==> src/rtl/serial_port_pkg.sv <==
// constants shared by the serial port clock and signal block
// assumes a 32-bit APB with word-aligned registers
package serial_port_pkg;

  // ==========================================================
  // register offsets (byte addresses)
  localparam logic [7:0] OFS_ASSERT_CMD = 8'h00;
  localparam logic [7:0] OFS_NEGATE_CMD = 8'h04;
  localparam logic [7:0] OFS_STATUS = 8'h08;
  localparam logic [7:0] OFS_MASK = 8'h0C;
  localparam logic [7:0] OFS_VECTOR = 8'h10;
  localparam logic [7:0] OFS_DIV_UPPER = 8'h14;
  localparam logic [7:0] OFS_DIV_LOWER = 8'h18;
  localparam logic [7:0] OFS_CLK_SELECT = 8'h1C;
  localparam logic [7:0] OFS_CONTROL = 8'h20;
  localparam logic [7:0] OFS_INPUT_PORT = 8'h24;
  localparam logic [7:0] OFS_STATUS_CLEAR = 8'h28;

  // ==========================================================
  // field positions
  localparam int RTS_BIT = 0;
  localparam int ISR_COS = 7;
  localparam int ISR_DB = 2;
  localparam int ISR_RX = 1;
  localparam int ISR_TX = 0;
  localparam logic [7:0] ISR_USED = 8'h87;
  localparam int CSR_EXT = 0;
  localparam int CSR_DIV16 = 1;
  localparam int CTL_COS_EN = 0;
  localparam int CTL_MODE_LO = 1;
  localparam int CTL_MODE_HI = 2;
  localparam int CTL_VECTOR = 3;
  localparam int CTS_BIT = 0;

  // ==========================================================
  // reset values
  localparam logic [7:0] VECTOR_RESET = 8'h0F;
  localparam logic [15:0] DIVIDER_RESET = 16'h0002;
  localparam logic [1:0] CLK_SELECT_RESET = 2'h0;
  localparam logic [3:0] CONTROL_RESET = 4'h0;

  // ==========================================================
  // clock generator figures
  localparam int PRESCALE = 32;
  localparam int EXT_DIVIDE = 16;

  typedef enum logic [1:0] {
    RTS_MANUAL = 2'b00,
    RTS_BY_RX = 2'b01,
    RTS_BY_TX = 2'b10
  } rts_mode_t;

endpackage

==> src/rtl/bit_clock_if.sv <==
// signals between the register block and the bit clock generator
// assumes both ends run on the same bus clock
`timescale 1ns/1ps
interface bit_clock_if;
  logic sel_ext;
  logic ext_div16;
  logic [15:0] divisor;
  logic ext_level;
  logic bit_rise;
  logic bit_fall;

  modport gen (
    input sel_ext,
    input ext_div16,
    input divisor,
    input ext_level,
    output bit_rise,
    output bit_fall
  );
  modport user (
    output sel_ext,
    output ext_div16,
    output divisor,
    output ext_level,
    input bit_rise,
    input bit_fall
  );
endinterface

==> src/rtl/serial_port_clock_and_signals.sv <==
// serial port modem signals, interrupt output and bit clock source
// assumes an APB master on pclk; tx/rx engines outside on pclk
//
// Summary of operation
// - assert and negate commands set request-to-send
// - active-low interrupt from unmasked status bits
// - acknowledge gives autovector or stored vector
// - full receive fifo with mask requests DMA
// - port zero to channel two, one three
// - transmit line idles high when not sending
// - transmit bits change on bit clock fall
// - receive bits sampled on bit clock rise
// - clear-to-send change can raise an interrupt
// - receiver or transmitter can drive request-to-send
// - bus clock over 32 then 16-bit divider
// - timer input undivided or divided by sixteen
// - clock select register picks the source
//
// Decided for this implementation: the APB register port and the register addresses.
`timescale 1ns/1ps
module serial_port_clock_and_signals #(
  parameter bit PORT_INDEX = 1'b0
) (
  input wire logic pclk,
  input wire logic presetn,
  input wire logic psel,
  input wire logic penable,
  input wire logic pwrite,
  input wire logic [7:0] paddr,
  input wire logic [31:0] pwdata,
  output logic [31:0] prdata,
  output logic pready,
  output logic pslverr,
  input wire logic timer_in,
  input wire logic cts_n,
  input wire logic rxd,
  output logic txd,
  output logic rts_n,
  input wire logic tx_bit,
  input wire logic tx_active,
  input wire logic tx_enable,
  input wire logic loopback,
  input wire logic tx_complete,
  input wire logic tx_ready,
  input wire logic rx_ready,
  input wire logic rx_fifo_full,
  input wire logic break_change,
  output logic tx_shift,
  output logic rx_sample,
  output logic rx_bit,
  input wire logic iack,
  output logic irq_n,
  output logic irq,
  output logic [7:0] ack_vector,
  output logic ack_vector_valid,
  output logic ack_autovector,
  output logic dma_req_ch2,
  output logic dma_req_ch3
);

  // ==========================================================
  // declarations
  logic [7:0] status;
  logic [7:0] mask;
  logic [7:0] vector;
  logic [15:0] divisor;
  logic [1:0] clk_select;
  logic [3:0] control;
  logic [1:0] timer_sync;
  logic [1:0] cts_sync;
  logic [1:0] rxd_sync;
  logic cts_prev;
  logic full_prev;
  logic wr;
  logic setup;
  logic [7:0] wbyte;
  logic [7:0] status_set;
  logic [7:0] status_clr;
  logic [7:0] next_status;
  logic [31:0] next_rdata;
  serial_port_pkg::rts_mode_t rts_mode;
  bit_clock_if bc();

  function automatic logic addr_ok(input logic [7:0] a);
    case (a)
      serial_port_pkg::OFS_ASSERT_CMD,
      serial_port_pkg::OFS_NEGATE_CMD,
      serial_port_pkg::OFS_STATUS,
      serial_port_pkg::OFS_MASK,
      serial_port_pkg::OFS_VECTOR,
      serial_port_pkg::OFS_DIV_UPPER,
      serial_port_pkg::OFS_DIV_LOWER,
      serial_port_pkg::OFS_CLK_SELECT,
      serial_port_pkg::OFS_CONTROL,
      serial_port_pkg::OFS_INPUT_PORT,
      serial_port_pkg::OFS_STATUS_CLEAR: addr_ok = 1'b1;
      default: addr_ok = 1'b0;
    endcase
  endfunction

  function automatic logic wr_to(input logic w, input logic [7:0] a,
                                 input logic [7:0] ofs);
    wr_to = w && (a == ofs);
  endfunction

  // ==========================================================
  // apb slave: one wait-free access phase after setup
  assign setup = psel & ~penable;
  // writes to unmapped offsets are dropped and flagged
  assign wr = psel & penable & pready & pwrite & addr_ok(paddr);
  assign wbyte = pwdata[7:0];
  assign rts_mode = serial_port_pkg::rts_mode_t'(
    control[serial_port_pkg::CTL_MODE_HI:serial_port_pkg::CTL_MODE_LO]);

  always_comb begin
    next_rdata = '0;
    case (paddr)
      serial_port_pkg::OFS_STATUS: next_rdata[7:0] = status;
      serial_port_pkg::OFS_MASK: next_rdata[7:0] = mask;
      serial_port_pkg::OFS_VECTOR: next_rdata[7:0] = vector;
      serial_port_pkg::OFS_CLK_SELECT: next_rdata[1:0] = clk_select;
      serial_port_pkg::OFS_CONTROL: next_rdata[3:0] = control;
      serial_port_pkg::OFS_INPUT_PORT:
        next_rdata[serial_port_pkg::CTS_BIT] = cts_sync[1];
      default: next_rdata = '0;
    endcase
  end

  always_ff @(posedge pclk or negedge presetn) begin
    if (!presetn) begin
      pready <= 1'b0;
      pslverr <= 1'b0;
      prdata <= '0;
    end else begin
      pready <= setup;
      pslverr <= setup & ~addr_ok(paddr);
      prdata <= (setup && !pwrite) ? next_rdata : '0;
    end
  end

  // ==========================================================
  // configuration registers
  // divider halves write-only, read as zero
  always_ff @(posedge pclk or negedge presetn) begin
    if (!presetn) begin
      divisor <= serial_port_pkg::DIVIDER_RESET;
    end else begin
      if (wr_to(wr, paddr, serial_port_pkg::OFS_DIV_UPPER)) begin
        divisor[15:8] <= wbyte;
      end
      if (wr_to(wr, paddr, serial_port_pkg::OFS_DIV_LOWER)) begin
        divisor[7:0] <= wbyte;
      end
    end
  end

  always_ff @(posedge pclk or negedge presetn) begin
    if (!presetn) begin
      mask <= '0;
      vector <= serial_port_pkg::VECTOR_RESET;
      clk_select <= serial_port_pkg::CLK_SELECT_RESET;
      control <= serial_port_pkg::CONTROL_RESET;
    end else begin
      if (wr_to(wr, paddr, serial_port_pkg::OFS_MASK)) begin
        mask <= wbyte & serial_port_pkg::ISR_USED;
      end
      if (wr_to(wr, paddr, serial_port_pkg::OFS_VECTOR)) begin
        vector <= wbyte;
      end
      if (wr_to(wr, paddr, serial_port_pkg::OFS_CLK_SELECT)) begin
        clk_select <= wbyte[1:0];
      end
      if (wr_to(wr, paddr, serial_port_pkg::OFS_CONTROL)) begin
        control <= wbyte[3:0];
      end
    end
  end

  // ==========================================================
  // pin synchronisers
  always_ff @(posedge pclk or negedge presetn) begin
    if (!presetn) begin
      timer_sync <= '0;
      cts_sync <= 2'b11;
      rxd_sync <= 2'b11;
      cts_prev <= 1'b1;
      full_prev <= 1'b0;
    end else begin
      timer_sync <= {timer_sync[0], timer_in};
      cts_sync <= {cts_sync[0], cts_n};
      rxd_sync <= {rxd_sync[0], rxd};
      cts_prev <= cts_sync[1];
      full_prev <= rx_fifo_full;
    end
  end

  // ==========================================================
  // interrupt status, sticky until cleared; set beats clear
  always_comb begin
    status_set = '0;
    status_set[serial_port_pkg::ISR_COS] = (cts_sync[1] != cts_prev) &
      control[serial_port_pkg::CTL_COS_EN];
    status_set[serial_port_pkg::ISR_DB] = break_change;
    status_set[serial_port_pkg::ISR_RX] = rx_ready | rx_fifo_full;
    status_set[serial_port_pkg::ISR_TX] = tx_ready;
    status_clr = wr_to(wr, paddr, serial_port_pkg::OFS_STATUS_CLEAR) ?
      wbyte : 8'h00;
    next_status = (status & ~status_clr) | status_set;
  end

  always_ff @(posedge pclk or negedge presetn) begin
    if (!presetn) begin
      status <= '0;
    end else begin
      status <= next_status;
    end
  end

  always_ff @(posedge pclk or negedge presetn) begin
    if (!presetn) begin
      irq_n <= 1'b1;
      irq <= 1'b0;
    end else begin
      irq_n <= ~|(next_status & mask);
      irq <= |(next_status & mask);
    end
  end

  always_ff @(posedge pclk or negedge presetn) begin
    if (!presetn) begin
      ack_vector <= '0;
      ack_vector_valid <= 1'b0;
      ack_autovector <= 1'b0;
    end else begin
      ack_vector <= vector;
      ack_vector_valid <= iack & control[serial_port_pkg::CTL_VECTOR];
      ack_autovector <= iack & ~control[serial_port_pkg::CTL_VECTOR];
    end
  end

  // ==========================================================
  // dma requests; level while the fifo stays full
  // full fifo with mask asks dma
  // port zero on channel two, one on three
  always_ff @(posedge pclk or negedge presetn) begin
    if (!presetn) begin
      dma_req_ch2 <= 1'b0;
      dma_req_ch3 <= 1'b0;
    end else begin
      dma_req_ch2 <= ~PORT_INDEX & mask[serial_port_pkg::ISR_RX] &
        rx_fifo_full;
      dma_req_ch3 <= PORT_INDEX & mask[serial_port_pkg::ISR_RX] &
        rx_fifo_full;
    end
  end

  // ==========================================================
  // request-to-send, kept low-active in its own flip-flop
  // held until the next command or auto action
  always_ff @(posedge pclk or negedge presetn) begin
    if (!presetn) begin
      rts_n <= 1'b1;
    end else begin
      // assert then negate; zero bits ignored
      if (wr_to(wr, paddr, serial_port_pkg::OFS_ASSERT_CMD) &&
          wbyte[serial_port_pkg::RTS_BIT]) begin
        rts_n <= 1'b0;
      end else if (wr_to(wr, paddr, serial_port_pkg::OFS_NEGATE_CMD) &&
                   wbyte[serial_port_pkg::RTS_BIT]) begin
        rts_n <= 1'b1;
      end else begin
        case (rts_mode)
          serial_port_pkg::RTS_BY_RX: begin
            if (rx_fifo_full && !full_prev) begin
              rts_n <= 1'b1;
            end else if (!rx_fifo_full && full_prev) begin
              rts_n <= 1'b0;
            end
          end
          serial_port_pkg::RTS_BY_TX: begin
            if (tx_complete) begin
              rts_n <= 1'b1;
            end
          end
          default: begin
            rts_n <= rts_n;
          end
        endcase
      end
    end
  end

  // ==========================================================
  // bit clock generator
  // timer input assumed free of capture use
  always_ff @(posedge pclk or negedge presetn) begin
    if (!presetn) begin
      bc.sel_ext <= 1'b0;
      bc.ext_div16 <= 1'b0;
      bc.divisor <= serial_port_pkg::DIVIDER_RESET;
      bc.ext_level <= 1'b0;
    end else begin
      bc.sel_ext <= clk_select[serial_port_pkg::CSR_EXT];
      bc.ext_div16 <= clk_select[serial_port_pkg::CSR_DIV16];
      bc.divisor <= divisor;
      bc.ext_level <= timer_sync[1];
    end
  end

  bit_clock_gen u_bit_clock_gen (
    .pclk(pclk),
    .presetn(presetn),
    .bc(bc.gen)
  );

  // ==========================================================
  // serial lines
  // transmit changes on falling edge
  // mark when disabled, idle or looped back
  always_ff @(posedge pclk or negedge presetn) begin
    if (!presetn) begin
      txd <= 1'b1;
      tx_shift <= 1'b0;
    end else begin
      tx_shift <= bc.bit_fall;
      if (!tx_enable || !tx_active || loopback) begin
        txd <= 1'b1;
      end else if (bc.bit_fall) begin
        txd <= tx_bit;
      end
    end
  end

  always_ff @(posedge pclk or negedge presetn) begin
    if (!presetn) begin
      rx_bit <= 1'b1;
      rx_sample <= 1'b0;
    end else begin
      rx_sample <= bc.bit_rise;
      if (bc.bit_rise) begin
        rx_bit <= rxd_sync[1];
      end
    end
  end

endmodule // serial_port_clock_and_signals

==> src/rtl/bit_clock_gen.sv <==
// bit clock generator: edge pulses of the selected bit clock
// assumes ext_level is already synchronised to pclk
`timescale 1ns/1ps
module bit_clock_gen #(
  parameter int PRESCALE = serial_port_pkg::PRESCALE,
  parameter int EXT_DIVIDE = serial_port_pkg::EXT_DIVIDE
) (
  input wire logic pclk,
  input wire logic presetn,
  bit_clock_if.gen bc
);
  localparam int PW = $clog2(PRESCALE);
  localparam int EW = $clog2(EXT_DIVIDE);
  localparam logic [PW-1:0] PRE_LAST = PW'(PRESCALE - 1);
  localparam logic [EW-1:0] EXT_HALF = EW'(EXT_DIVIDE / 2);

  logic [PW-1:0] pre_cnt;
  logic [15:0] div_cnt;
  logic [EW-1:0] ext_cnt;
  logic ext_prev;
  logic pre_tick;
  logic ext_up;
  logic ext_down;
  logic next_rise;
  logic next_fall;

  assign pre_tick = (pre_cnt == PRE_LAST);
  assign ext_up = bc.ext_level & ~ext_prev;
  assign ext_down = ~bc.ext_level & ext_prev;

  // ==========================================================
  // bus clock path
  // fixed prescaler
  always_ff @(posedge pclk or negedge presetn) begin
    if (!presetn) begin
      pre_cnt <= '0;
    end else begin
      pre_cnt <= pre_tick ? '0 : pre_cnt + 1'b1;
    end
  end

  always_ff @(posedge pclk or negedge presetn) begin
    if (!presetn) begin
      div_cnt <= '0;
    end else if (pre_tick) begin
      div_cnt <= (div_cnt >= bc.divisor - 16'h0001) ? '0 : div_cnt + 16'h0001;
    end
  end

  // ==========================================================
  // external timer input path
  always_ff @(posedge pclk or negedge presetn) begin
    if (!presetn) begin
      ext_prev <= 1'b0;
      ext_cnt <= '0;
    end else begin
      ext_prev <= bc.ext_level;
      if (ext_up) begin
        ext_cnt <= ext_cnt + 1'b1;
      end
    end
  end

  always_comb begin
    next_rise = 1'b0;
    next_fall = 1'b0;
    if (!bc.sel_ext) begin
      next_rise = pre_tick && (div_cnt == '0);
      next_fall = pre_tick && (div_cnt == (bc.divisor >> 1));
    end else if (!bc.ext_div16) begin
      next_rise = ext_up;
      next_fall = ext_down;
    end else begin
      next_rise = ext_up && (ext_cnt == '0);
      next_fall = ext_up && (ext_cnt == EXT_HALF);
    end
  end

  always_ff @(posedge pclk or negedge presetn) begin
    if (!presetn) begin
      bc.bit_rise <= 1'b0;
      bc.bit_fall <= 1'b0;
    end else begin
      bc.bit_rise <= next_rise;
      bc.bit_fall <= next_fall;
    end
  end

endmodule // bit_clock_gen

==> config.mk <==
export PLATFORM = sky130hd
export DESIGN_NAME = serial_port_clock_and_signals
export DESIGN_NICKNAME = d
export VERILOG_FILES = /design/src/rtl/serial_port_pkg.sv /design/src/rtl/bit_clock_if.sv /design/src/rtl/serial_port_clock_and_signals.sv /design/src/rtl/bit_clock_gen.sv
export SDC_FILE = /design/constraint.sdc
export NUM_CORES = 1
export LEC_CHECK = 0
export BUFFER_PORTS_ARGS = -buffer_cell sky130_fd_sc_hd__buf_4
export CAP_MARGIN = 10
export CORE_MARGIN = 1.5
export CORE_UTILIZATION = 53
export DETAILED_ROUTE_END_ITERATION = 8
export HOLD_SLACK_MARGIN = 0.1
export PLACE_DENSITY = 0.77
export SLEW_MARGIN = 20
export SYNTH_ARGS = -nofsm -noshare
export SYNTH_HDL_FRONTEND = slang
export SYNTH_SLANG_ARGS = --single-unit
==> constraint.sdc <==
create_clock -name pclk -period 4.13 [get_ports pclk]
set_clock_uncertainty 0.2 [all_clocks]
set_input_delay 0.826 -clock pclk [delete_from_list [all_inputs] [get_ports pclk]]
set_output_delay 0.826 -clock pclk [all_outputs]
set_load 0.05 [all_outputs]
==> qor.yml <==
placement:
  dp_cells: 693
  dpl-instance-area_um2: 6370
  portBuffers: 61
  gp_congestion: 0.8895
  place_ws_ns: 0.3737
  dpl.hpwl_um: 8293
cells_and_area:
  fin_area_um2: 6989
  final_cell_mix: "110 x dfrtp_1, 65 x buf_4, 36 x nor2_1, 36 x mux2_2, 28 x nand2_1"
  antenna_cells: 0
  nets: 656
  fin_cells: 725
  area_growth_pct: 19.64
  final_common_cell: "dfrtp_1"
  drive_above_1_share_pct: 26.84
synthesis:
  synth_flop_cell: "dfrtp_1"
  async_reset_ff_share_pct: 100.0
  synth_cells: 501
  yosysTopAreaCell: "dfrtp_1"
  synth_top_area_share_pct: 47.12
  yosysWarnings: 0
  ys_top_cells_by_area: "dfrtp_1 47%, mux2_2 6.9%, dfstp_2 6.7%"
  synth_edf_count: 0
  avgSynthCellArea_um2: 11.66
  ys_seq_area_share_pct: 53.87
  netlist-cell-type-count: 49
  synth_area_um2: 5842
  ys_ff_latch: 125
clocking:
  post_cts_buffers: 0
  htree_levels: 4
  cts_sinks: 125
  cts_hold_buf: 0
  root_buffer: "clkbuf_8"
  clk_pin_slew_ns: 0.06
  clk_latency_ns: 0.52
  clockBufferDepth: 2
  cts-resized-gates: 0
  cts_tree: "done"
  numCtsBuffers: 17
grt:
  use_met3_pct: 6.329
  grtUsageMet1_pct: 26.75
  gr-total-overflow: 0
  grt_max_degree: 76
  top_usage_layer: "met2"
  grt_pass1_wl_um: 19950
  grtUsageMet2_pct: 37.16
  grt_usage_pct: 22.54
  antenna_found_initial: 0
  grt_pass1_vias: 4143
timing:
  finalCritPeriodShare_pct: 91.53
  slew_violations: 0
  tightest_slew_ns: 0.9874
  maxSlewHeadroom_pct: 33.67
  setup_viol: 0
  rsz0062_at_grt: "no"
  max_freq_ghz: 0.2645
  whs_ns: 0.1496
  fin_ws_ns: 0.3499
  finalHoldViolCount: 0
  timing.setup.tns_ns: 0
  post-route-min-period_ns: 3.780
setup_path:
  crit_path_start_kind: "flip-flop"
  crit_type: "reg2reg"
  crit_fanout: 13
  worstRegToRegCells: 13
  required_ns: 4.34
  cp.arrival_ns: 3.99
  endpoint_kind: "flip-flop"
power_and_ir_drop:
  leakage_nw: 3.390
  pwr_density_cell_nw_per_um2: 434.2
  ir_drop_v: 0.0003550
detailed_routing:
  drtIter0Drc: 259
  vias_per_cell: 5.621
  route.detailed.drc: 0
  routedWlPerCell_um: 16.74
  num_vias: 4075
  drtAntennaViolNets: 0
  routed_wl_um: 12140
  dr.pass1.iters: 4
floorplan:
  die_h_um: 108.0
  initial_core_util_pct: 54.13
  die_w_um: 108.0
  core_area_um2: 10790
  num_rows: 38
  die_area_um2: 11660
  ios: 111
min_path:
  holdPathStages: 0
  hp-class: "reg2reg"
run:
  maxCapViolCount: 0
status:
  status: "finished clean"
kinds of logic after synthesis:
logic type / share of synthesized area (%)
AO/OA/AOI/OAI: 8.096
buffers and inverters: 5.033
flip-flops: 53.87
adder cells (fa/ha/maj): 5.569
AND/OR/NAND/NOR: 14.09
other: 0.06419
multiplexers: 7.282
XOR/XNOR: 5.997
critical path, stage by stage, from the launching register on:
cell      delay [ns]
dfrtp_1         0.41
or3_1           0.41
or4b_2          0.71
nand2b_1        0.23
nor3_1          0.19
xnor2_1         0.09
ha_1            0.29
nand2_1         0.06
nor2_1          0.15
o211ai_1        0.11
o21ai_0         0.16
buf_4           0.20
o21ai_0         0.14
a22o_1          0.29
stage by stage:
stage	total power, mW	utilization, %
after CTS	3.057	64.76
after floorplan	1.438	-
after detailed placement	1.500	59.02
after global placement	1.489	59.02
after global routing	3.129	64.76
final	3.034	64.76
cell type report:
class	count	area, um2
sequential	125	3147
multi-input combinational	349	2491
clock inverter	12	183.9
clock buffer	20	435.4
fill	782	3804
tap	140	175.2
inverter	13	48.80
timing repair buffer	66	508.0
path summary, 6_finish.rpt:
path	startpoint	to	slack [ns]
setup / recovery	bc.divisor[2]$_DFF_PN0_	u_bit_clock_gen.div_cnt[12]$_DFFE_PN0P_	0.35
hold / removal	timer_sync[1]$_DFF_PN0_	bc.ext_level$_DFF_PN0_	0.15
setup reg to reg	bc.divisor[2]$_DFF_PN0_	u_bit_clock_gen.div_cnt[12]$_DFFE_PN0P_	0.35
hold reg to reg	timer_sync[1]$_DFF_PN0_	bc.ext_level$_DFF_PN0_	0.15
max in group asynchronous	presetn	vector[0]$_DFFE_PN1P_	2.64
min in group asynchronous	presetn	u_bit_clock_gen.pre_cnt[3]$_DFF_PN0_	0.24
flip-flops by register name (all words and copies together) (netlist names), 2 cells and up:
signal                   flops
bc.divisor                  16
divisor                     16
u_bit_clock_gen.div_cnt     16
ack_vector                   8
prdata                       8
status                       8
vector                       8
u_bit_clock_gen.pre_cnt      5
control                      4
mask                         4
u_bit_clock_gen.ext_cnt      4
clk_select                   2
cts_sync                     2
rxd_sync                     2
timer_sync                   2
metal layers:
| layer | routed length, um | share of wire [%] |
|---|---|---|
| met4 | 445 | 3.7 |
| met1 | 4909 | 40 |
| met3 | 658 | 5.4 |
| met2 | 6126 | 50 |
| met5 | 0 | 0 |
cell usage after synthesis (5+ instances only):
| cell | count |
|---|---|
| a21oi_1 | 11 |
| xnor2_1 | 25 |
| dfstp_2 | 15 |
| nand2_1 | 28 |
| buf_4 | 25 |
| nor3_1 | 19 |
| nor2b_1 | 7 |
| nand2b_1 | 5 |
| nand3_1 | 12 |
| dfrtp_1 | 110 |
| and3_1 | 6 |
| nor4_1 | 8 |
| xor2_1 | 15 |
| a22o_1 | 12 |
| clkbuf_1 | 11 |
| o21ai_0 | 17 |
| mux2_2 | 36 |
| nor2_1 | 36 |
| nand4_1 | 10 |
| ha_1 | 26 |
| a22oi_1 | 8 |
| inv_1 | 13 |
where the power goes:
part,leakage [nW],switching (mW),internal (mW)
Clock,0.296,0.552,1.00
Sequential,1.64,0.0228,1.26
Combinational,1.45,0.138,0.0625
Total,3.39,0.713,2.32
Note: power is estimated with default switching activity, not from simulation.
